[config.mk]
export PLATFORM = sky130hd
export DESIGN_NAME = playback_output_timing
export DESIGN_NICKNAME = d
export VERILOG_FILES = /design/src/core/playback_timing_pkg.sv /design/src/core/playback_output_timing.sv /design/src/core/tick_stretch.sv /design/src/core/serial_tx.sv
export SDC_FILE = /design/constraint.sdc
export NUM_CORES = 1
export LEC_CHECK = 0
export ABC_AREA = 0
export BUFFER_PORTS_ARGS = -buffer_cell sky130_fd_sc_hd__buf_2
export CORE_MARGIN = 1.5
export CORE_UTILIZATION = 34
export DETAILED_ROUTE_END_ITERATION = 16
export PLACE_DENSITY = 0.58
export SLEW_MARGIN = 25
export SYNTH_ARGS = -nofsm -noshare
export SYNTH_HDL_FRONTEND = slang
export SYNTH_SLANG_ARGS = --single-unit
[constraint.sdc]
create_clock -name clk_sys_i -period 7.6 [get_ports clk_sys_i]
set_input_delay 1.9 -clock clk_sys_i [delete_from_list [all_inputs] [get_ports clk_sys_i]]
set_output_delay 1.9 -clock clk_sys_i [all_outputs]
set_load 0.01 [all_outputs]
[src/core/playback_timing_pkg.sv]
// Shared constants and types for the playback output timing block.
package playback_timing_pkg;

	// ---------------------------------------------------------------
	// System clock
	// ---------------------------------------------------------------
	localparam int unsigned CLK_HZ        = 250_000_000;
	localparam int unsigned CLK_PERIOD_NS = 4;

	// ---------------------------------------------------------------
	// Tick timing
	// ---------------------------------------------------------------
	localparam int unsigned TICK_MAX_NS        = 500;
	localparam int unsigned TICK_MAX_CYCLES    = TICK_MAX_NS / CLK_PERIOD_NS;
	localparam int unsigned MON_STRETCH_NS     = 10_000_000;
	localparam int unsigned MON_STRETCH_CYCLES = MON_STRETCH_NS / CLK_PERIOD_NS;
	localparam int unsigned REF_TIMEOUT_NS     = 1_000;
	localparam int unsigned REF_TIMEOUT_CYCLES = REF_TIMEOUT_NS / CLK_PERIOD_NS;
	localparam int unsigned TICK_CNT_W         = 8;

	// ---------------------------------------------------------------
	// Auxiliary serial channel
	// ---------------------------------------------------------------
	localparam int unsigned BAUD_RATE       = 115_200;
	localparam int unsigned BAUD_DIV        = CLK_HZ / BAUD_RATE;
	localparam int unsigned UART_DATA_BITS  = 8;
	localparam int unsigned BURST_MAX_BYTES = 2048;

	// ---------------------------------------------------------------
	// Observe-time clock and stream layout
	// ---------------------------------------------------------------
	localparam int unsigned FRAC_BITS     = 16;
	localparam int unsigned INCR_W        = 24;
	localparam int unsigned REF_HZ_W      = 28;
	localparam int unsigned ACC_W         = REF_HZ_W + FRAC_BITS;
	localparam int unsigned SECONDS_W     = 32;
	localparam int unsigned DIV_SEL_W     = 3;
	localparam int unsigned MAX_DIV_LOG2  = 6;
	localparam int unsigned MAX_RATE_K    = 6;
	localparam int unsigned DELAY_W       = 16;
	localparam int unsigned NUM_STREAMS   = 32;
	localparam int unsigned STREAM_IDX_W  = 5;

	typedef enum logic [1:0] {
		TX_IDLE,
		TX_START,
		TX_DATA,
		TX_STOP
	} tx_state_e;

endpackage

[src/core/playback_output_timing.sv]
// Output-side timing of the playback module: observe-time clock, ticks and streams.
//
// Functional notes
// - One epoch pulse per second fixes the observe-time clock second tick.
// - Epoch pulse is used once when armed; later pulses are ignored.
// - Reference clock discontinuity needs a device reset, observe-time clock included.
// - Output clock rates of the reference divided by 2^n, n from 0 to 6, are supported.
// - Optional high reference rates pair with every lower output rate.
// - Reconstructed tick fires once per observe-time second, not wall-clock second.
// - Tick rate versus epoch pulse scales with the programmed speed factor.
// - Observe-time tick matches reconstructed tick; coincident when delay is zero.
// - Streams run at output clock divided by two to the power k.
// - Any reconstructed stream can map to any of 32 output positions.
// - One global valid level, high only while output data is synchronized.
// - Auxiliary serial output sends 115 kbaud, 8 data bits, one stop, no parity.
// - At most 2048 serial bytes per tick interval; tick source selectable.
// - Monitor copy of observe-time tick stretched to about ten milliseconds.
// - Speed change uses a programmable observe-time increment per reference cycle.
// - First sample keeps fixed timing to tick; then every 2^k clocks.
// - Only active streams need reconstructing, but routing stays fully free.
// - Output signals not in active use rest at logic one; streams and serial do, tick, strobe and monitor outputs idle low.
module playback_output_timing
	import playback_timing_pkg::*;
#(
	parameter int unsigned STREAMS        = NUM_STREAMS,
	parameter int unsigned MON_CYCLES     = MON_STRETCH_CYCLES,
	parameter int unsigned SERIAL_DIV     = BAUD_DIV,
	parameter int unsigned SERIAL_BURST   = BURST_MAX_BYTES
) (
	input  wire logic                            clk_sys_i,
	input  wire logic                            resetn_i,
	input  wire logic                            ref_clock_in_i,
	input  wire logic                            epoch_pulse_in_i,
	input  wire logic                            epoch_arm_i,
	input  wire logic [SECONDS_W-1:0]            epoch_seconds_i,
	input  wire logic [REF_HZ_W-1:0]             ref_freq_hz_i,
	input  wire logic [INCR_W-1:0]               observe_incr_i,
	input  wire logic [DIV_SEL_W-1:0]            out_div_log2_i,
	input  wire logic [DIV_SEL_W-1:0]            rate_k_i,
	input  wire logic [DELAY_W-1:0]              delay_offset_i,
	input  wire logic [STREAMS-1:0]              stream_data_i,
	input  wire logic [STREAMS*STREAM_IDX_W-1:0] stream_map_i,
	input  wire logic [STREAMS-1:0]              stream_enable_i,
	input  wire logic                            data_valid_i,
	input  wire logic                            serial_tick_sel_i,
	input  wire logic                            serial_valid_i,
	input  wire logic [UART_DATA_BITS-1:0]       serial_byte_i,
	output logic                                 serial_ready_o,
	output logic                                 recon_clock_o,
	output logic                                 recon_tick_out_o,
	output logic                                 observe_time_tick_out_o,
	output logic [STREAMS-1:0]                   recon_stream_out_o,
	output logic                                 sample_strobe_o,
	output logic                                 output_valid_o,
	output logic                                 aux_serial_out_o,
	output logic                                 observe_tick_monitor_o,
	output logic [SECONDS_W-1:0]                 observe_seconds_o,
	output logic                                 epoch_armed_o,
	output logic                                 ref_fault_o
);

	initial begin
		if (STREAMS != (1 << STREAM_IDX_W) || MON_CYCLES < 1) begin
			$error("playback_output_timing: STREAMS must equal 32, MON_CYCLES at least 1");
		end
	end

	localparam int unsigned DIVCNT_W = MAX_DIV_LOG2;
	localparam int unsigned SAMP_W   = MAX_RATE_K + 1;
	localparam int unsigned TO_W     = $clog2(REF_TIMEOUT_CYCLES + 1);

	// Selects one source bit by index; used by every crossbar output.
	function automatic logic pick_stream(input logic [STREAMS-1:0] src,
		input logic [STREAM_IDX_W-1:0] idx);
		pick_stream = src[idx];
	endfunction

	// ---------------------------------------------------------------
	// Pin synchronisers
	// ---------------------------------------------------------------
	logic ref_s1_r;
	logic ref_s2_r;
	logic ref_d_r;
	logic epo_s1_r;
	logic epo_s2_r;
	logic epo_d_r;
	logic ref_rise;
	logic epoch_rise;

	always_ff @(posedge clk_sys_i or negedge resetn_i) begin
		if (!resetn_i) begin
			ref_s1_r <= 1'b0;
			ref_s2_r <= 1'b0;
			ref_d_r  <= 1'b0;
			epo_s1_r <= 1'b0;
			epo_s2_r <= 1'b0;
			epo_d_r  <= 1'b0;
		end else begin
			ref_s1_r <= ref_clock_in_i;
			ref_s2_r <= ref_s1_r;
			ref_d_r  <= ref_s2_r;
			epo_s1_r <= epoch_pulse_in_i;
			epo_s2_r <= epo_s1_r;
			// The epoch level is compared from one reference rise to the next, because the pin
			// changes away from the reference rising edge.
			epo_d_r  <= (ref_s2_r && !ref_d_r) ? epo_s2_r : epo_d_r;
		end
	end

	assign ref_rise   = ref_s2_r && !ref_d_r;
	assign epoch_rise = epo_s2_r && !epo_d_r && ref_rise;

	// ---------------------------------------------------------------
	// Reference clock watchdog
	// ---------------------------------------------------------------
	logic [TO_W-1:0] ref_to_r;

	always_ff @(posedge clk_sys_i or negedge resetn_i) begin
		if (!resetn_i) begin
			ref_to_r    <= '0;
			ref_fault_o <= 1'b0;
		end else begin
			ref_to_r <= ref_rise ? '0 : ref_to_r + TO_W'(!ref_fault_o);
			// A stalled reference latches the fault until the next reset.
			if (ref_to_r == TO_W'(REF_TIMEOUT_CYCLES)) begin
				ref_fault_o <= 1'b1;
			end
		end
	end

	// ---------------------------------------------------------------
	// Observe-time clock
	// ---------------------------------------------------------------
	logic [ACC_W-1:0] acc_r;
	logic [ACC_W-1:0] acc_sum;
	logic [ACC_W-1:0] acc_limit;
	logic             synced_r;
	logic             epoch_load;
	logic             sec_tick;

	assign acc_sum    = acc_r + ACC_W'(observe_incr_i);
	assign acc_limit  = {ref_freq_hz_i, FRAC_BITS'(0)};
	assign epoch_load = epoch_rise && epoch_armed_o && !ref_fault_o;
	assign sec_tick   = epoch_load
		|| (synced_r && ref_rise && acc_sum >= acc_limit);

	always_ff @(posedge clk_sys_i or negedge resetn_i) begin
		if (!resetn_i) begin
			epoch_armed_o <= 1'b0;
		end else if (epoch_arm_i) begin
			epoch_armed_o <= 1'b1;
		end else if (epoch_load) begin
			epoch_armed_o <= 1'b0;
		end
	end

	always_ff @(posedge clk_sys_i or negedge resetn_i) begin
		if (!resetn_i) begin
			acc_r             <= '0;
			observe_seconds_o <= '0;
			synced_r          <= 1'b0;
		end else if (ref_fault_o) begin
			synced_r <= 1'b0;
		end else if (epoch_load) begin
			acc_r             <= '0;
			observe_seconds_o <= epoch_seconds_i;
			synced_r          <= 1'b1;
		end else if (synced_r && ref_rise) begin
			if (acc_sum >= acc_limit) begin
				acc_r             <= acc_sum - acc_limit;
				observe_seconds_o <= observe_seconds_o + SECONDS_W'(1);
			end else begin
				acc_r <= acc_sum;
			end
		end
	end

	// ---------------------------------------------------------------
	// Output clock divider
	// ---------------------------------------------------------------
	logic [DIVCNT_W-1:0]  divcnt_r;
	logic [DIVCNT_W-1:0]  divcnt_nxt;
	logic [DIV_SEL_W-1:0] div_sel;
	logic                 rclk_nxt;
	logic                 out_rise;

	assign div_sel = (out_div_log2_i > DIV_SEL_W'(MAX_DIV_LOG2))
		? DIV_SEL_W'(MAX_DIV_LOG2) : out_div_log2_i;

	always_comb begin
		divcnt_nxt = divcnt_r;
		if (epoch_load) begin
			divcnt_nxt = '0;
		end else if (ref_rise) begin
			divcnt_nxt = divcnt_r + DIVCNT_W'(1);
		end
		// Output clock is the reference divided by 2^div_sel.
		rclk_nxt = (div_sel == '0) ? ref_s2_r : !divcnt_nxt[div_sel - DIV_SEL_W'(1)];
	end

	always_ff @(posedge clk_sys_i or negedge resetn_i) begin
		if (!resetn_i) begin
			divcnt_r      <= '0;
			recon_clock_o <= 1'b0;
		end else begin
			divcnt_r      <= divcnt_nxt;
			recon_clock_o <= rclk_nxt;
		end
	end

	assign out_rise = rclk_nxt && !recon_clock_o;

	// ---------------------------------------------------------------
	// Reconstructed and observe-time ticks
	// ---------------------------------------------------------------
	logic                  tick_pend_r;
	logic                  obs_pend_r;
	logic [DELAY_W-1:0]    obs_cnt_r;
	logic [TICK_CNT_W-1:0] rt_len_r;
	logic [TICK_CNT_W-1:0] ot_len_r;
	logic                  tick_start;
	logic                  obs_start;

	assign tick_start = out_rise && tick_pend_r;
	assign obs_start  = (tick_start && delay_offset_i == '0)
		|| (out_rise && obs_pend_r && obs_cnt_r == DELAY_W'(1));

	always_ff @(posedge clk_sys_i or negedge resetn_i) begin
		if (!resetn_i) begin
			tick_pend_r <= 1'b0;
			obs_pend_r  <= 1'b0;
			obs_cnt_r   <= '0;
		end else begin
			if (sec_tick) begin
				tick_pend_r <= 1'b1;
			end else if (tick_start) begin
				tick_pend_r <= 1'b0;
			end
			if (tick_start && delay_offset_i != '0) begin
				obs_pend_r <= 1'b1;
				obs_cnt_r  <= delay_offset_i;
			end else if (out_rise && obs_pend_r) begin
				obs_cnt_r  <= obs_cnt_r - DELAY_W'(1);
				obs_pend_r <= (obs_cnt_r != DELAY_W'(1));
			end
		end
	end

	// Each tick ends at the next output clock rise or at the length cap.
	always_ff @(posedge clk_sys_i or negedge resetn_i) begin
		if (!resetn_i) begin
			recon_tick_out_o        <= 1'b0;
			observe_time_tick_out_o <= 1'b0;
			rt_len_r                <= '0;
			ot_len_r                <= '0;
		end else begin
			rt_len_r <= recon_tick_out_o ? rt_len_r + TICK_CNT_W'(1) : '0;
			ot_len_r <= observe_time_tick_out_o ? ot_len_r + TICK_CNT_W'(1) : '0;
			if (tick_start) begin
				recon_tick_out_o <= 1'b1;
			end else if (out_rise || rt_len_r == TICK_CNT_W'(TICK_MAX_CYCLES - 1)) begin
				recon_tick_out_o <= 1'b0;
			end
			if (obs_start) begin
				observe_time_tick_out_o <= 1'b1;
			end else if (out_rise || ot_len_r == TICK_CNT_W'(TICK_MAX_CYCLES - 1)) begin
				observe_time_tick_out_o <= 1'b0;
			end
		end
	end

	// ---------------------------------------------------------------
	// Stream sampling and crossbar
	// ---------------------------------------------------------------
	logic [SAMP_W-1:0]    samp_r;
	logic [SAMP_W-1:0]    samp_nxt;
	logic [SAMP_W-1:0]    samp_mask;
	logic [DIV_SEL_W-1:0] k_sel;
	logic [STREAMS-1:0]   xbar;

	assign k_sel     = (rate_k_i > DIV_SEL_W'(MAX_RATE_K)) ? DIV_SEL_W'(MAX_RATE_K) : rate_k_i;
	assign samp_mask = (SAMP_W'(1) << k_sel) - SAMP_W'(1);
	// The first sample lands on the tick's own clock edge.
	assign samp_nxt  = tick_start ? '0 : ((samp_r + SAMP_W'(1)) & samp_mask);

	always_ff @(posedge clk_sys_i or negedge resetn_i) begin
		if (!resetn_i) begin
			samp_r          <= '0;
			sample_strobe_o <= 1'b0;
		end else begin
			sample_strobe_o <= out_rise && samp_nxt == '0;
			if (out_rise) begin
				samp_r <= samp_nxt;
			end
		end
	end

	generate
		for (genvar n = 0; n < STREAMS; n++) begin : g_xbar
			assign xbar[n] = pick_stream(stream_data_i,
				stream_map_i[n*STREAM_IDX_W +: STREAM_IDX_W]);
		end
	endgenerate

	always_ff @(posedge clk_sys_i or negedge resetn_i) begin
		if (!resetn_i) begin
			recon_stream_out_o <= '1;
		end else if (!output_valid_o) begin
			recon_stream_out_o <= '1;
		end else if (out_rise && samp_nxt == '0) begin
			recon_stream_out_o <= xbar | ~stream_enable_i;
		end
	end

	always_ff @(posedge clk_sys_i or negedge resetn_i) begin
		if (!resetn_i) begin
			output_valid_o <= 1'b0;
		end else begin
			output_valid_o <= synced_r && data_valid_i && !ref_fault_o;
		end
	end

	// ---------------------------------------------------------------
	// Auxiliary serial channel and monitor
	// ---------------------------------------------------------------
	logic burst_restart;

	assign burst_restart = serial_tick_sel_i ? obs_start : tick_start;

	serial_tx #(
		.DIV       (SERIAL_DIV),
		.BURST_MAX (SERIAL_BURST)
	) u_serial (
		.clk_sys_i       (clk_sys_i),
		.resetn_i        (resetn_i),
		.burst_restart_i (burst_restart),
		.byte_valid_i    (serial_valid_i),
		.byte_i          (serial_byte_i),
		.byte_ready_o    (serial_ready_o),
		.serial_o        (aux_serial_out_o)
	);

	tick_stretch #(
		.LEN (MON_CYCLES)
	) u_monitor (
		.clk_sys_i (clk_sys_i),
		.resetn_i  (resetn_i),
		.pulse_i   (obs_start),
		.stretch_o (observe_tick_monitor_o)
	);

endmodule

[src/core/tick_stretch.sv]
// Pulse stretcher that widens a short tick for monitor viewing.
module tick_stretch
	import playback_timing_pkg::*;
#(
	parameter int unsigned LEN = MON_STRETCH_CYCLES
) (
	input  wire logic clk_sys_i,
	input  wire logic resetn_i,
	input  wire logic pulse_i,
	output logic      stretch_o
);

	initial begin
		if (LEN < 1) begin
			$error("tick_stretch: LEN must be at least one");
		end
	end

	localparam int unsigned CNT_W = $clog2(LEN + 1);

	logic [CNT_W-1:0] cnt_r;

	always_ff @(posedge clk_sys_i or negedge resetn_i) begin
		if (!resetn_i) begin
			cnt_r <= '0;
		end else if (pulse_i) begin
			cnt_r <= CNT_W'(LEN);
		end else if (cnt_r != '0) begin
			cnt_r <= cnt_r - CNT_W'(1);
		end
	end

	assign stretch_o = (cnt_r != '0);

endmodule

[src/core/serial_tx.sv]
// Asynchronous 8N1 transmitter with a per-tick byte budget.
module serial_tx
	import playback_timing_pkg::*;
#(
	parameter int unsigned DIV       = BAUD_DIV,
	parameter int unsigned BURST_MAX = BURST_MAX_BYTES
) (
	input  wire logic                      clk_sys_i,
	input  wire logic                      resetn_i,
	input  wire logic                      burst_restart_i,
	input  wire logic                      byte_valid_i,
	input  wire logic [UART_DATA_BITS-1:0] byte_i,
	output logic                           byte_ready_o,
	output logic                           serial_o
);

	initial begin
		if (DIV < 2 || BURST_MAX < 1) begin
			$error("serial_tx: DIV must be at least 2 and BURST_MAX at least 1");
		end
	end

	localparam int unsigned DIV_W   = $clog2(DIV);
	localparam int unsigned BURST_W = $clog2(BURST_MAX + 1);
	localparam int unsigned BIT_W   = $clog2(UART_DATA_BITS);

	tx_state_e                 state_r;
	logic [DIV_W-1:0]          baud_r;
	logic [BIT_W-1:0]          bit_r;
	logic [UART_DATA_BITS-1:0] shift_r;
	logic [BURST_W-1:0]        sent_r;
	logic                      baud_end;
	logic                      take;

	assign baud_end     = (baud_r == DIV_W'(DIV - 1));
	// A byte is refused once the budget for this tick interval is spent.
	assign byte_ready_o = (state_r == TX_IDLE) && (sent_r != BURST_W'(BURST_MAX));
	assign take         = byte_valid_i && byte_ready_o;

	// ---------------------------------------------------------------
	// Bit framing
	// ---------------------------------------------------------------
	always_ff @(posedge clk_sys_i or negedge resetn_i) begin
		if (!resetn_i) begin
			state_r  <= TX_IDLE;
			baud_r   <= '0;
			bit_r    <= '0;
			shift_r  <= '0;
			serial_o <= 1'b1;
		end else begin
			baud_r <= (state_r == TX_IDLE || baud_end) ? '0 : baud_r + DIV_W'(1);
			case (state_r)
				TX_IDLE: begin
					serial_o <= 1'b1;
					if (take) begin
						shift_r  <= byte_i;
						serial_o <= 1'b0;
						state_r  <= TX_START;
					end
				end
				TX_START: begin
					if (baud_end) begin
						serial_o <= shift_r[0];
						shift_r  <= shift_r >> 1;
						bit_r    <= '0;
						state_r  <= TX_DATA;
					end
				end
				TX_DATA: begin
					if (baud_end) begin
						if (bit_r == BIT_W'(UART_DATA_BITS - 1)) begin
							serial_o <= 1'b1;
							state_r  <= TX_STOP;
						end else begin
							serial_o <= shift_r[0];
							shift_r  <= shift_r >> 1;
							bit_r    <= bit_r + BIT_W'(1);
						end
					end
				end
				TX_STOP: begin
					if (baud_end) begin
						state_r <= TX_IDLE;
					end
				end
				default: begin
					state_r <= TX_IDLE;
				end
			endcase
		end
	end

	// ---------------------------------------------------------------
	// Byte budget between ticks
	// ---------------------------------------------------------------
	always_ff @(posedge clk_sys_i or negedge resetn_i) begin
		if (!resetn_i) begin
			sent_r <= '0;
		end else if (burst_restart_i) begin
			sent_r <= take ? BURST_W'(1) : '0;
		end else if (take) begin
			sent_r <= sent_r + BURST_W'(1);
		end
	end

endmodule

Yosys cells after proc, flatten, opt, wreduce, memory -nomap -nowiden
Index checks and enable logic that the tools add are counted.

storage, ports and cells
  output and inout bits = 74
  word-level logic and storage cells = 282
  register bits after elaboration = 237
  input port bits = 346

cells by class
  shift operators = 1
  reduce and logical (&&, ||, !) cells = 52
  add/sub/neg operators = 15
  bitwise operators = 4
  $lt $le $gt $ge = 36
  eq/ne operators = 18
  mux-type cells = 124

operators by type and width
  operator               count
  $lt 5x6->1 const B     32
  $bmux 1 s5             32
  $mux 32                5
  $mux 44                3
  $mux 8                 7
  $mux 1                 52
  $add 44x24->44         1
  $ge 44x44->1           1
  $mux 22                2
  $sub 44x44->44         1
  $mux 12                3
  $add 32x1->32 const B  1
  $mux 16                2
  $not 32->32            1
  $or 32x32->32          1
  $add 12x1->12 const B  2
  $pmux 8 s3             1
  $reduce_bool 2->1      11
  $reduce_bool 22->1     1
  $sub 22x1->22 const B  1
  $logic_and 1x1->1      18
  $add 8x1->8 const B    2
  $eq 16x1->1 const B    1
  $eq 8x7->1 const B     2
  other kinds (41)       67

Logic depth before layout (Yosys ltp)
Gate-level depths: netlist of the first run.

  depth in word-level cells = 17
  gate-level depth with buffers = 27
  mapped depth without buffers = 23

Modules after synthesis
A second synthesis of the first run with hierarchy kept.

second synthesis, totals
  cell total of the unflattened synthesis = 2,206
  area, all modules = 23,291.1 um^2

by module, submodules not included
  module                  area an instance (um^2)  cells each  instances  sequential area each (um^2)
  playback_output_timing  19,931.6                 1,868       1          4,444.3
  serial_tx               2,058.2                  198         1          952.2
  tick_stretch            1,301.2                  140         1          550.5

Worst setup path after synthesis of the first run
Ideal clock, no wire load.

  path type = input -> register
  start point = in observe_incr_i[0]
  end point = reg acc_r[24]
  arrival = 7,094 ps
  setup slack = 373 ps
  stages = 27
  path buffers = 4
  setup time = 133 ps
  data required time = 7,467 ps
  cells stage by stage = ha_1 > inv_1 > fa_1 > nand2b_1 > a211oi_2 > o211a_1 > o2111ai_1 > a311oi_1 > a21o_1 > a21oi_1 > or3_1 > xnor2_1 > ha_1 > clkbuf_1 > nand4_1 > inv_1 > nand4_1 > nor4b_2 > o2111ai_1 > a2111oi_0 > nor4bb_1 > buf_4 > or2_1 > buf_6 > buf_6 > mux2i_1 > o22ai_1

on the way
  longest elaborated chain between the ends = 5
  elaborated cells on any way between the ends = 6
  classes of those cells = add/sub: 2; order compare: 1; mux: 3

RTL lines
  what                                            RTL line                                                      RTL
  from (decl)                                     playback_output_timing.sv:37                                  input wire logic [INCR_W-1:0] observe_incr_i,
  $add 44x24->44 (*)                              playback_output_timing.sv:141                                 assign acc_sum = acc_r + ACC_W'(observe_incr_i);
  $sub 44x44->44 or $ge 44x44->1 (tied branches)  playback_output_timing.sv:170, playback_output_timing.sv:169
  $mux 44 (*)                                     playback_output_timing.sv:169                                 if (acc_sum >= acc_limit) begin
  $mux 44 (*)                                     playback_output_timing.sv:168                                 end else if (synced_r && ref_rise) begin
  $mux 44 (*)                                     playback_output_timing.sv:164                                 end else if (epoch_load) begin
  to (signal assigned)                            playback_output_timing.sv:170                                 acc_r <= acc_sum - acc_limit;
  to (signal assigned)                            playback_output_timing.sv:173                                 acc_r <= acc_sum;
  to (decl)                                       playback_output_timing.sv:134                                 logic [ACC_W-1:0] acc_r;

Mark *: on every way between the ends. The rest lies on a longest branch, timed or not. The select of a mux whose other input is x is not followed.
A chain may end at the register's enable or synchronous reset.

Final worst setup path of the first run
  start point = in observe_incr_i[0]
  end point = reg observe_seconds_o[3]

on the way
  longest elaborated chain between the ends = 4

RTL lines
  what                         RTL line                       RTL
  $add 44x24->44               playback_output_timing.sv:141
  $ge 44x44->1                 playback_output_timing.sv:169
  $reduce_bool 2->1 (no line)  n/a
  $reduce_and 3->1 (no line)   n/a
  to (signal assigned)         playback_output_timing.sv:166  observe_seconds_o <= epoch_seconds_i;
  to (signal assigned)         playback_output_timing.sv:171  observe_seconds_o <= observe_seconds_o + SECONDS_W'(1);
  to (decl)                    playback_output_timing.sv:57   output logic [SECONDS_W-1:0] observe_seconds_o,

Every way passes these cells.

==> metrics.md, run 1 <==
| Metric | Value |
|---|---|
| Layout cells sized above 1 | 36.0% |
| Switching power share of the total | 42.5% |
| Flip-flop cell with the highest count after synthesis | dfrtp_1 |
| Number of placement rows | 95 |
| Maximum single-stage delay on the critical path | 410 ps |
| Combined area of all synthesized cells | 23200 um^2 |
| Final cycle utilization of the critical path | 95.2% |
| Category of cells accounting for the largest share of critical-path delay | compound AO/OA/AOI/OAI gates |
| Setup CP Type | primary input to register |
| Syn. warnings | 0 |
| Total global-route track usage | 22.9% |
| Post-synthesis register bit count | 236 |
| Synth Net Count | 2662 |
| Post-CTS sizing | 0 |
| Global-route wire length before repair | 126000 um |
| Number of placed I/O pins | 420 |
| Worst min-delay path category | register to register |
| Area of the core | 67300 um^2 |
| Cell mode on critical path | buf_4 |
| Register area share after synthesis | 25.7% |
| Placed Cells incl. Taps | 3337 |
| Average via count per standard cell | 6.15 |
| Layout Area Growth over Synthesis | 16.1% |
| Post-detailed-placement half-perimeter wirelength | 55400 um |
| Drt total wl | 82300 um |
| Remaining design rule violation count | 0 |
| Number of max-slew violations in the final report | 0 |
| Initial antenna violation count | 22 |
| Slowest library cell on the worst path | or3_1 |
| PortBufs | 419 |
| Switching power summed over all nets | 0.00314 W |
| Leak Pwr | 11.2 nW |
| Combinational group share of total power | 52.7% |
| Number of hold buffers added after cts | 0 |
| Clock edge transition at the registers on the reported setup and hold paths | 60 ps |
| Post-route cell area | 26900 um^2 |
| Clock root buffer | clkbuf_16 |
| Number of failing hold endpoints at the final stage | 0 |
| Setup-violating endpoint count in the final report | 0 |
| Weighted congestion reported at the end of routability-driven placement | 0.901 |
| Number of enable flip-flop cells after synthesis | 0 |
| Number of global-route vias before repair | 21500 |
| Floorplan die area | 69800 um^2 |
| Unique cell type count in the Yosys netlist | 87 |
| Int Power | 0.00424 W |
| Share of the synthesized area in the top cell type | 31.1% |
| Final core utilization | 40.0% |
| Max-slew headroom at the worst pin | 31.2% |
| Share of total power in sequential cells | 27.1% |
| GRT overflow | 0 |
| Level count of the clock H-tree | 1 |
| Pin count of the biggest net entering global routing | 157 |
| Clock tree buffer depth | 3 |
| Effective utilization at floorplan | 34.5% |
| Fill count | 6578 |
| Clock insertion delay at the later pin of the skew report | 620 ps |
| Gate Count Post-Synth | 2240 |
| Setup skew after layout | 12.8 ps |
| First drt pass iteration count | 6 |
| Setup repair after global routing missed its margin | false |
| Run status | finished, final reports clean |
| Final Hold Slack | 355 ps |
| Synth async-reset ratio | 100% |
| R2R depth | 27 |
| Biggest area contributors in the synthesized netlist | mux4_2 (31%), dfrtp_1 (22%), ha_1 (4.0%) |
| Largest driver fanout on the critical path | 13 |
| Iter 0 DRT Violations | 1913 |
| Die Height | 264 um |
| Instance area after placement | 25800 um^2 |
| Setup Buffers After CTS | 0 |
| Number of buffers and inverters on the critical path | 7 |
| Yosys top cell by area | mux4_2 |
| Die outline width | 264 um |
| CTS tree | yes |
| Post-layout instance count excluding filler cells | 3409 |
| Worst Setup End Kind | register |
| Average size of a mapped cell | 10.3 um^2 |
| Number of clock sinks | 236 |
| Cell depth of the worst hold path | 0 |
| Worst setup SP type | primary input |
| Drt wl/cell | 24.1 um |
| Vias after detailed routing | 21000 |
| Critical path required time | 8080 ps |
| CTS Buf Count | 31 |
| Arr. time, crit path | 7720 ps |
| Power density over the cells | 274 nW/um^2 |
| Clock network fraction of total power | 20.2% |
| Largest voltage drop on the vdd net | 0.168 mV |
| Maximum capacitance violations | 0 |
| Slew of the pin with the lowest slew margin | 1030 ps |
| Final antenna-violating net count | 0 |
| Levels on crit path | 28 |
| Maximum achievable frequency | 0.138 GHz |
| Number of nets in the finished design | 2919 |
| Minimum clock period | 7240 ps |
[state kept, by name, summed over array words and instances (netlist names), 12 cells and up]
register	flops
observe_seconds_o	32
u_serial.sent_r	12
u_serial.baud_r	12
obs_cnt_r	16
u_monitor.cnt_r	22
recon_stream_out_o	32
acc_r	44
[per-layer routing]
metal  vias up  global-route usage, %  wire length, um
li1       9074                      -                -
met1     10400                   28.1            30800
met2      1226                   38.3            39600
met3       258                   5.69             8250
met4        16                   10.1             3510
met5         -                      0              114
[per-stage QoR]
step / power, W / TNS, ps / worst slack (ps)
after floorplan: 0.00470 / 0 / 373
after global placement: 0.00576 / -1070 / -70.6
after detailed placement: 0.00585 / -13230 / -354
after CTS: 0.00740 / 0 / 268
after global routing: 0.00789 / 0 / 52.4
final: 0.00738 / 0 / 364
[logic make-up after synthesis]
| logic type | Yosys count | synth area share [%] |
|---|---|---|
| flops | 236 | 25.7 |
| fa+ha+maj | 76 | 4.17 |
| xor+xnor | 131 | 4.95 |
| simple gates | 678 | 14.3 |
| compound gates | 424 | 11.9 |
| mux | 380 | 33.7 |
| buf+inv | 315 | 5.27 |
[power by group through the flow]
stage	Combinational (W)	Clock (W)	Sequential [W]
after floorplan	0.00273	0	0.00197
after global placement	0.00377	0	0.00199
after detailed placement	0.00384	0	0.00201
after CTS	0.00387	0.00154	0.00199
after global routing	0.00425	0.00159	0.00205
final	0.00389	0.00149	0.00200
[final timing paths]
kind | start | end | slack [ps]
max | observe_incr_i[0] | observe_seconds_o[3] | 360
min | ref_s1_r | ref_s2_r | 350
max reg2reg | acc_r[0] | observe_seconds_o[3] | 1370
min reg2reg | ref_s1_r | ref_s2_r | 350
max in group asynchronous | resetn_i | recon_tick_out_o | 4870
min in group asynchronous | resetn_i | acc_r[16] | 1230
[worst register-to-register path: cells and delay by family, from the launching register on]
| family | cells | cell delay [ps] |
|---|---|---|
| xor gates and xnor gates | 1 | 160 |
| AOI/OAI and AO/OA | 10 | 2000 |
| DFF | 1 | 350 |
| adders and majority gates | 3 | 930 |
| and+or+nand+nor | 7 | 1690 |
| buffers and inverters | 6 | 990 |
[cell usage in the layout, fill, tap and decap left out, types with 24 or more instances in the layout]
cell type,netlist,final
ha_1,74,74
nor3_1,34,34
nand4_1,27,27
mux4_2,320,320
mux2i_1,54,54
nor2_1,147,146
and3_1,41,41
nand3_1,117,117
buf_4,2,41
o21ai_0,99,99
inv_1,75,75
a21oi_1,113,111
clkbuf_16,0,31
xnor2_1,80,80
nand2_1,185,183
and2_1,24,24
buf_2,6,418
xor2_1,51,51
dfstp_2,33,33
a21o_1,55,54
dfrtp_1,203,203
[cells in the mapped netlist (all sizes together), types with 7 or more instances]
| library cell | number |
|---|---|
| dfrtp | 203 |
| nor2b | 14 |
| nand4 | 27 |
| o211ai | 9 |
| and3 | 41 |
| xnor2 | 80 |
| o31ai | 7 |
| dfstp | 33 |
| buf | 25 |
| a2bb2oi | 12 |
| a31oi | 10 |
| xor2 | 51 |
| o22ai | 16 |
| a21o | 55 |
| o21ai | 109 |
| inv | 75 |
| mux4 | 320 |
| nor4 | 17 |
| mux2i | 54 |
| nand2b | 12 |
| and2 | 25 |
| a21oi | 115 |
| nor3 | 34 |
| nand3 | 117 |
| ha | 74 |
| nor3b | 11 |
| o21a | 8 |
| a211oi | 11 |
| or3 | 12 |
| nor2 | 148 |
| nand2 | 185 |
| clkbuf | 215 |
| o311ai | 10 |
[cell type report]
cell class              instances  area, um^2  area share (%)
repair buffers                464        2490            9.27
clock buffers                  39         846            3.14
well taps                     873        1090            4.06
multi-input cells            1689       16000            59.6
inverters                      75         282            1.05
diodes                         15        37.5           0.139
clock inverters                18         164           0.609
flip-flops and latches        236        5950            22.1
Power figures use the tool's default switching activity.
==> run 2, diff against run 1 <==
- PLACE_DENSITY: 0.58 -> 0.5
==> run 2 against run 1 <==
Effect of this change: first-iteration DRC count decreased by 7.4%; maximum frequency increased by 1.1%; die area unchanged; combinational power increased by 2%; global-route usage increased by 0.67 points; routed wire length increased by 2.8%; critical endpoint is now observe_seconds_o[26]; largest cell class unchanged; highest routed layer unchanged.
==> metrics.md, run 2 (same netlist as run 1, synthesis figures left out) <==
| Metric | Value |
|---|---|
| First drt pass iteration count | 5 |
| Worst setup SP type | primary input |
| Run status | finished, final reports clean |
| Drt total wl | 84600 um |
| Top register by number of flip-flops | acc_r |
| Initial antenna violation count | 31 |
| Setup skew after layout | 35.9 ps |
| Effective utilization at floorplan | 34.5% |
| Power density over the cells | 277 nW/um^2 |
| Largest registers ranked by flip-flop count | acc_r (44), observe_seconds_o (32), recon_stream_out_o (32) |
| Global-route wire length before repair | 129000 um |
| Slew of the pin with the lowest slew margin | 970 ps |
| Clock root buffer | clkbuf_16 |
| CTS Buf Count | 31 |
| Setup-violating endpoint count in the final report | 0 |
| Die outline width | 264 um |
| Switching power summed over all nets | 0.00317 W |
| Layout cells sized above 1 | 36.4% |
| Number of placement rows | 95 |
| Maximum capacitance violations | 0 |
| Worst Setup End Kind | register |
| Combinational group share of total power | 52.8% |
| Layout Area Growth over Synthesis | 16.9% |
| Weighted congestion reported at the end of routability-driven placement | 0.871 |
| CTS tree | yes |
| Leading cell types in the layout, fill and taps excluded | buf_2 (418), mux4_2 (320), dfrtp_1 (202), nand2_1 (183), nor2_1 (147) |
| Number of global-route vias before repair | 21400 |
| PortBufs | 419 |
| Average via count per standard cell | 6.12 |
| Max-slew headroom at the worst pin | 35.4% |
| Arr. time, crit path | 7660 ps |
| Clock tree buffer depth | 3 |
| Smallest setup slack after layout | 443 ps |
| Post-layout instance count excluding filler cells | 3428 |
| Clock network fraction of total power | 20.3% |
| Number of nets in the finished design | 2940 |
| Setup Buffers After CTS | 0 |
| Total global-route track usage | 23.6% |
| Setup repair after global routing missed its margin | false |
| Int Power | 0.00433 W |
| Number of placed I/O pins | 420 |
| Clock insertion delay at the later pin of the skew report | 610 ps |
| Remaining design rule violation count | 0 |
| Largest voltage drop on the vdd net | 0.182 mV |
| Share of total power in sequential cells | 26.9% |
| Switching power share of the total | 42.2% |
| Number of hold buffers added after cts | 0 |
| Clock edge transition at the registers on the reported setup and hold paths | 60 ps |
| Drt wl/cell | 24.7 um |
| Worst min-delay path category | register to register |
| Number of max-slew violations in the final report | 0 |
| Area of the core | 67300 um^2 |
| Final antenna-violating net count | 0 |
| Placed Cells incl. Taps | 3358 |
| Level count of the clock H-tree | 1 |
| Setup CP Type | primary input to register |
| Critical path required time | 8110 ps |
| Leak Pwr | 11.3 nW |
| Post-detailed-placement half-perimeter wirelength | 57800 um |
| GRT overflow | 0 |
| Final cycle utilization of the critical path | 94.2% |
| Vias after detailed routing | 21000 |
| Floorplan die area | 69800 um^2 |
| Minimum clock period | 7160 ps |
| Maximum achievable frequency | 0.140 GHz |
| Pin count of the biggest net entering global routing | 153 |
| Number of clock sinks | 236 |
| Iter 0 DRT Violations | 1772 |
| Largest register FFs | 44 |
| Setup slack, reg-to-reg | 1470 ps |
| Die Height | 264 um |
| Number of failing hold endpoints at the final stage | 0 |
| Largest driver fanout on the critical path | 17 |
| Worst slack at placement | -129 ps |
| Most common library cell in the layout ignoring fill and taps | buf_2 |
==> run 2: final timing paths <==
path,depth (start not counted),to,startpoint
max,28,observe_seconds_o[26],observe_incr_i[0]
min,0,epo_s2_r,epo_s1_r
max reg2reg,27,observe_seconds_o[26],acc_r[0]
min reg2reg,0,epo_s2_r,epo_s1_r
max in group asynchronous,2,output_valid_o,resetn_i
min in group asynchronous,1,sample_strobe_o,resetn_i
==> run 2: critical path, stage by stage <==
cell and delay [ps]:
buf_2 80, ha_1 170, inv_1 60, fa_1 390, nand2b_1 190, a211oi_2 220
o211a_1 180, o2111ai_1 170, a311oi_1 350, buf_4 190, a21o_1 300, buf_4 180
nand2b_1 80, xnor2_1 140, ha_1 300, nand3_1 100, nor2_1 170, nand4_1 250
nor4b_2 330, o2111ai_1 140, a2111oi_0 450, nor4bb_2 360, buf_4 210, or2_1 170
buf_12 180, buf_4 170, a211oi_1 70, a21oi_1 150
==> run 2: stage by stage <==
stage	util [%]	setup TNS, ps	total power (W)	hold slack [ps]	instance area, um^2
finish	40.3	0	0.00750	351	27100
global route	40.2	0	0.00803	375	27100
CTS	40.2	0	0.00754	355	27000
detailed placement	38.6	-3260	0.00596	339	26000
global placement	38.6	-567	0.00590	343	26000
floorplan	-	0	0.00470	331	23200
==> run 2: cell type report <==
class	instances	area, um^2
Fill cell	6584	40200
Clock inverter	8	90.1
Clock buffer	50	957
Sequential cell	236	5950
Multi-Input combinational cell	1689	16000
Inverter	75	282
Timing Repair Buffer	485	2650
Tap cell	873	1090
Antenna cell	12	30.0
==> run 2: metal layers <==
layer / GRT usage (%) / vias up / share of wire, %
met3: 5.17 / 230 / 9.6
met1: 30.2 / 10500 / 40
li1: - / 9136 / -
met4: 8.53 / 40 / 3.2
met5: 0 / - / 0.32
met2: 39.2 / 1129 / 47
==> run 2: timing repair <==
| item | in CTS | in global routing |
|---|---|---|
| endpoints found under the setup margin | 0 | 39 |
| endpoints found under the hold margin | 0 | 0 |
| gates resized for setup | 0 | 2 |
==> run 2: power groups by stage <==
| stage | combinational [W] | sequential [W] | clock (W) |
|---|---|---|---|
| final | 0.00397 | 0.00202 | 0.00152 |
| after CTS | 0.00395 | 0.00202 | 0.00158 |
| after floorplan | 0.00273 | 0.00197 | 0 |
| after global placement | 0.00388 | 0.00202 | 0 |
| after global routing | 0.00434 | 0.00208 | 0.00162 |
| after detailed placement | 0.00393 | 0.00204 | 0 |
==> run 3, diff against run 2 <==
- SYNTH_HIERARCHICAL: not set -> 1
==> run 3 against run 2 <==
Effect of this change: total power fell by 12%; worst setup slack improved by 61 ps; combinational power fell by 17%; critical path depth fell by 5; flip-flop and latch count did not move; maximum frequency rose by 0.85%; global-route usage fell by 0.49 points.
==> metrics.md, run 3 <==
| Metric | Value |
|---|---|
| Run status | finished, final reports clean |
| Arr. time, crit path | 7560 ps |
| Adder and majority cell fraction of the synthesized area | 4.15% |
| Yosys top cell by area | mux4_2 |
| First drt pass iteration count | 8 |
| Post-route cell area | 26900 um^2 |
| Setup repair after global routing missed its margin | false |
| Die outline width | 265 um |
| Most numerous cell in the Yosys netlist | mux4_2 |
| Maximum achievable frequency | 0.141 GHz |
| Metal1 wirelength | 32700 um |
| Synth Net Count | 2628 |
| GRT overflow | 0 |
| Worst Setup End Kind | register |
| Largest voltage drop on the vdd net | 0.218 mV |
| Iter 0 DRT Violations | 1663 |
| Most frequent cells after synthesis | mux4_2 (320), dfrtp_1 (203), clkbuf_1 (191) |
| Setup Buffers After CTS | 0 |
| Largest driver fanout on the critical path | 10 |
| Setup-violating endpoint count in the final report | 0 |
| Number of failing hold endpoints at the final stage | 0 |
| Maximum single-stage delay on the critical path | 490 ps |
| Worst slack at placement | -58.1 ps |
| Weighted congestion reported at the end of routability-driven placement | 0.905 |
| Number of hold buffers added after cts | 0 |
| Clock edge transition at the registers on the reported setup and hold paths | 60 ps |
| Gate Count Post-Synth | 2206 |
| Unique cell type count in the Yosys netlist | 95 |
| Post-CTS sizing | 0 |
| Number of enable flip-flop cells after synthesis | 0 |
| Wire length on met2 | 39300 um |
| Leading cell types in the layout, fill and taps excluded | buf_2 (418), mux4_2 (320), dfrtp_1 (203), nor2_1 (159), nand2_1 (127) |
| Biggest area contributors in the synthesized netlist | mux4_2 (31%), dfrtp_1 (22%), ha_1 (4.0%) |
| Clock tree buffer depth | 3 |
| CTS tree | yes |
| Average via count per standard cell | 6.13 |
| Final Hold Slack | 347 ps |
| Clock root buffer | clkbuf_16 |
| Remaining design rule violation count | 0 |
| Vias after detailed routing | 20700 |
| Combined area of all synthesized cells | 23300 um^2 |
| Worst min-delay path category | register to register |
| Overall power of the completed layout | 0.00662 W |
| Largest family of logic cells by synthesized area | multiplexers |
| Register area share after synthesis | 25.5% |
| Xor and xnor area share after synthesis | 4.63% |
| Minimum clock period | 7100 ps |
| Smallest setup slack after layout | 504 ps |
| Number of max-slew violations in the final report | 0 |
| Number of buffers and inverters on the critical path | 3 |
| Syn. warnings | 6 |
| Area of the core | 67500 um^2 |
| Number of nets in the finished design | 2879 |
| Post-synthesis register bit count | 236 |
| Largest registers ranked by flip-flop count | acc_r (44), observe_seconds_o (32), recon_stream_out_o (32) |
| Leak Pwr | 11.0 nW |
| Share of synthesized cell area in and, or, nand and nor gates | 14.5% |
| Pin count of the biggest net entering global routing | 169 |
| Flip-flop cell with the highest count after synthesis | dfrtp_1 |
| Largest register FFs | 44 |
| Synth async-reset ratio | 100% |
| Post-detailed-placement half-perimeter wirelength | 55800 um |
| Number of placement rows | 95 |
| Number of global-route vias before repair | 20800 |
| Share of the synthesized area in compound gates (AO/OA/AOI/OAI) | 11.9% |
| Worst setup SP type | primary input |
| Layout cells sized above 1 | 36.9% |
| Total global-route track usage | 23.1% |
| Critical Path, Cell by Cell | buf_2 -> ha_1 -> inv_1 -> fa_1 -> nor2b_1 -> o31a_1 -> o211ai_2 -> a2111oi_0 -> nor2_1 -> xor2_1 -> ha_1 -> fa_1 -> nand2b_1 -> a2111oi_1 -> buf_4 -> o21ai_1 -> nand2_1 -> a211oi_2 -> o21ai_0 -> a41o_2 -> nand4_1 -> o311a_1 -> a311o_1 |
| Average size of a mapped cell | 10.6 um^2 |
| Multiplexer area fraction after synthesis | 33.9% |
| Highest routing layer actually used | met5 |
| Clock insertion delay at the later pin of the skew report | 600 ps |
| Drt total wl | 83300 um |
| Slowest library cell on the worst path | a2111oi_1 |
| Global-route wire length before repair | 126000 um |
| Effective utilization at floorplan | 34.5% |
| Layout Area Growth over Synthesis | 15.5% |
| Aggregate negative setup slack | 0 ps |
| PortBufs | 419 |
| Category of cells accounting for the largest share of critical-path delay | compound AO/OA/AOI/OAI gates |
| Power density over the cells | 246 nW/um^2 |
| Maximum capacitance violations | 0 |
| CTS Buf Count | 31 |
| Number of placed I/O pins | 420 |
| Share of the synthesized area in the top cell type | 30.9% |
| Final antenna-violating net count | 0 |
| Setup CP Type | primary input to register |
| Number of clock sinks | 236 |
| Initial antenna violation count | 32 |
| Top register by number of flip-flops | acc_r |
| Instance area after placement | 25800 um^2 |
| Setup skew after layout | 19.2 ps |
| Level count of the clock H-tree | 1 |
| Total met3 wirelength after detailed routing | 8930 um |
| Slew of the pin with the lowest slew margin | 993 ps |
| Die Height | 265 um |
| Critical path required time | 8060 ps |
| Drt wl/cell | 24.7 um |
| Most common library cell in the layout ignoring fill and taps | buf_2 |
| Final cycle utilization of the critical path | 93.4% |
| Floorplan die area | 70100 um^2 |
| Max-slew headroom at the worst pin | 33.6% |
## run 3: worst paths after layout
check                                       start                     to  slack [ps]  cells past startpoint
min in group asynchronous                resetn_i              acc_r[19]        1260                      1
max in group asynchronous                resetn_i               epo_s1_r        4970                      3
worst min register to register           ref_s1_r               ref_s2_r         350                      0
worst min-delay path                     ref_s1_r               ref_s2_r         350                      0
worst max register to register           acc_r[0]  observe_seconds_o[10]        1540                     22
worst max-delay path            observe_incr_i[0]  observe_seconds_o[10]         500                     23
## run 3: layer usage
layer  GRT usage (%)  vias to the layer above
met2            38.1                     1149
met5           0.554                        -
met1            29.6                    10200
met3            6.33                      216
met4            7.03                       30
li1                -                     9049
## run 3: layout make-up
| cell class | instances | area (um^2) |
|---|---|---|
| clock buffer | 48 | 950 |
| inverter | 84 | 315 |
| fill | 6634 | 40600 |
| multi-input combinational | 1660 | 16100 |
| sequential | 236 | 5950 |
| tap | 873 | 1090 |
| antenna | 16 | 40.0 |
| clock inverter | 10 | 98.8 |
| timing repair buffer | 444 | 2340 |
## run 3: cells by family after synthesis
logic type | Yosys count
AO/OA/AOI/OAI | 424
XOR/XNOR | 123
adder cells (fa/ha/maj) | 76
buffers and inverters | 310
flip-flops | 236
multiplexers | 387
AND/OR/NAND/NOR | 650
## run 3: report_power, final
part | internal (W) | switching [W] | leakage, nW
clock network | 0.000892 | 0.000608 | 0.522
logic | 0.00146 | 0.00184 | 7.67
registers | 0.00153 | 0.000281 | 2.81
total | 0.00389 | 0.00273 | 11.0
## run 3: stage by stage
stage / cells / util [%]
2_1_floorplan: 2206 / -
3_3_place_gp: 3296 / 38.2
3_5_place_dp: 3296 / 38.2
4_1_cts: 3354 / 39.8
5_1_grt: 3364 / 39.8
6_report: 3371 / 39.9
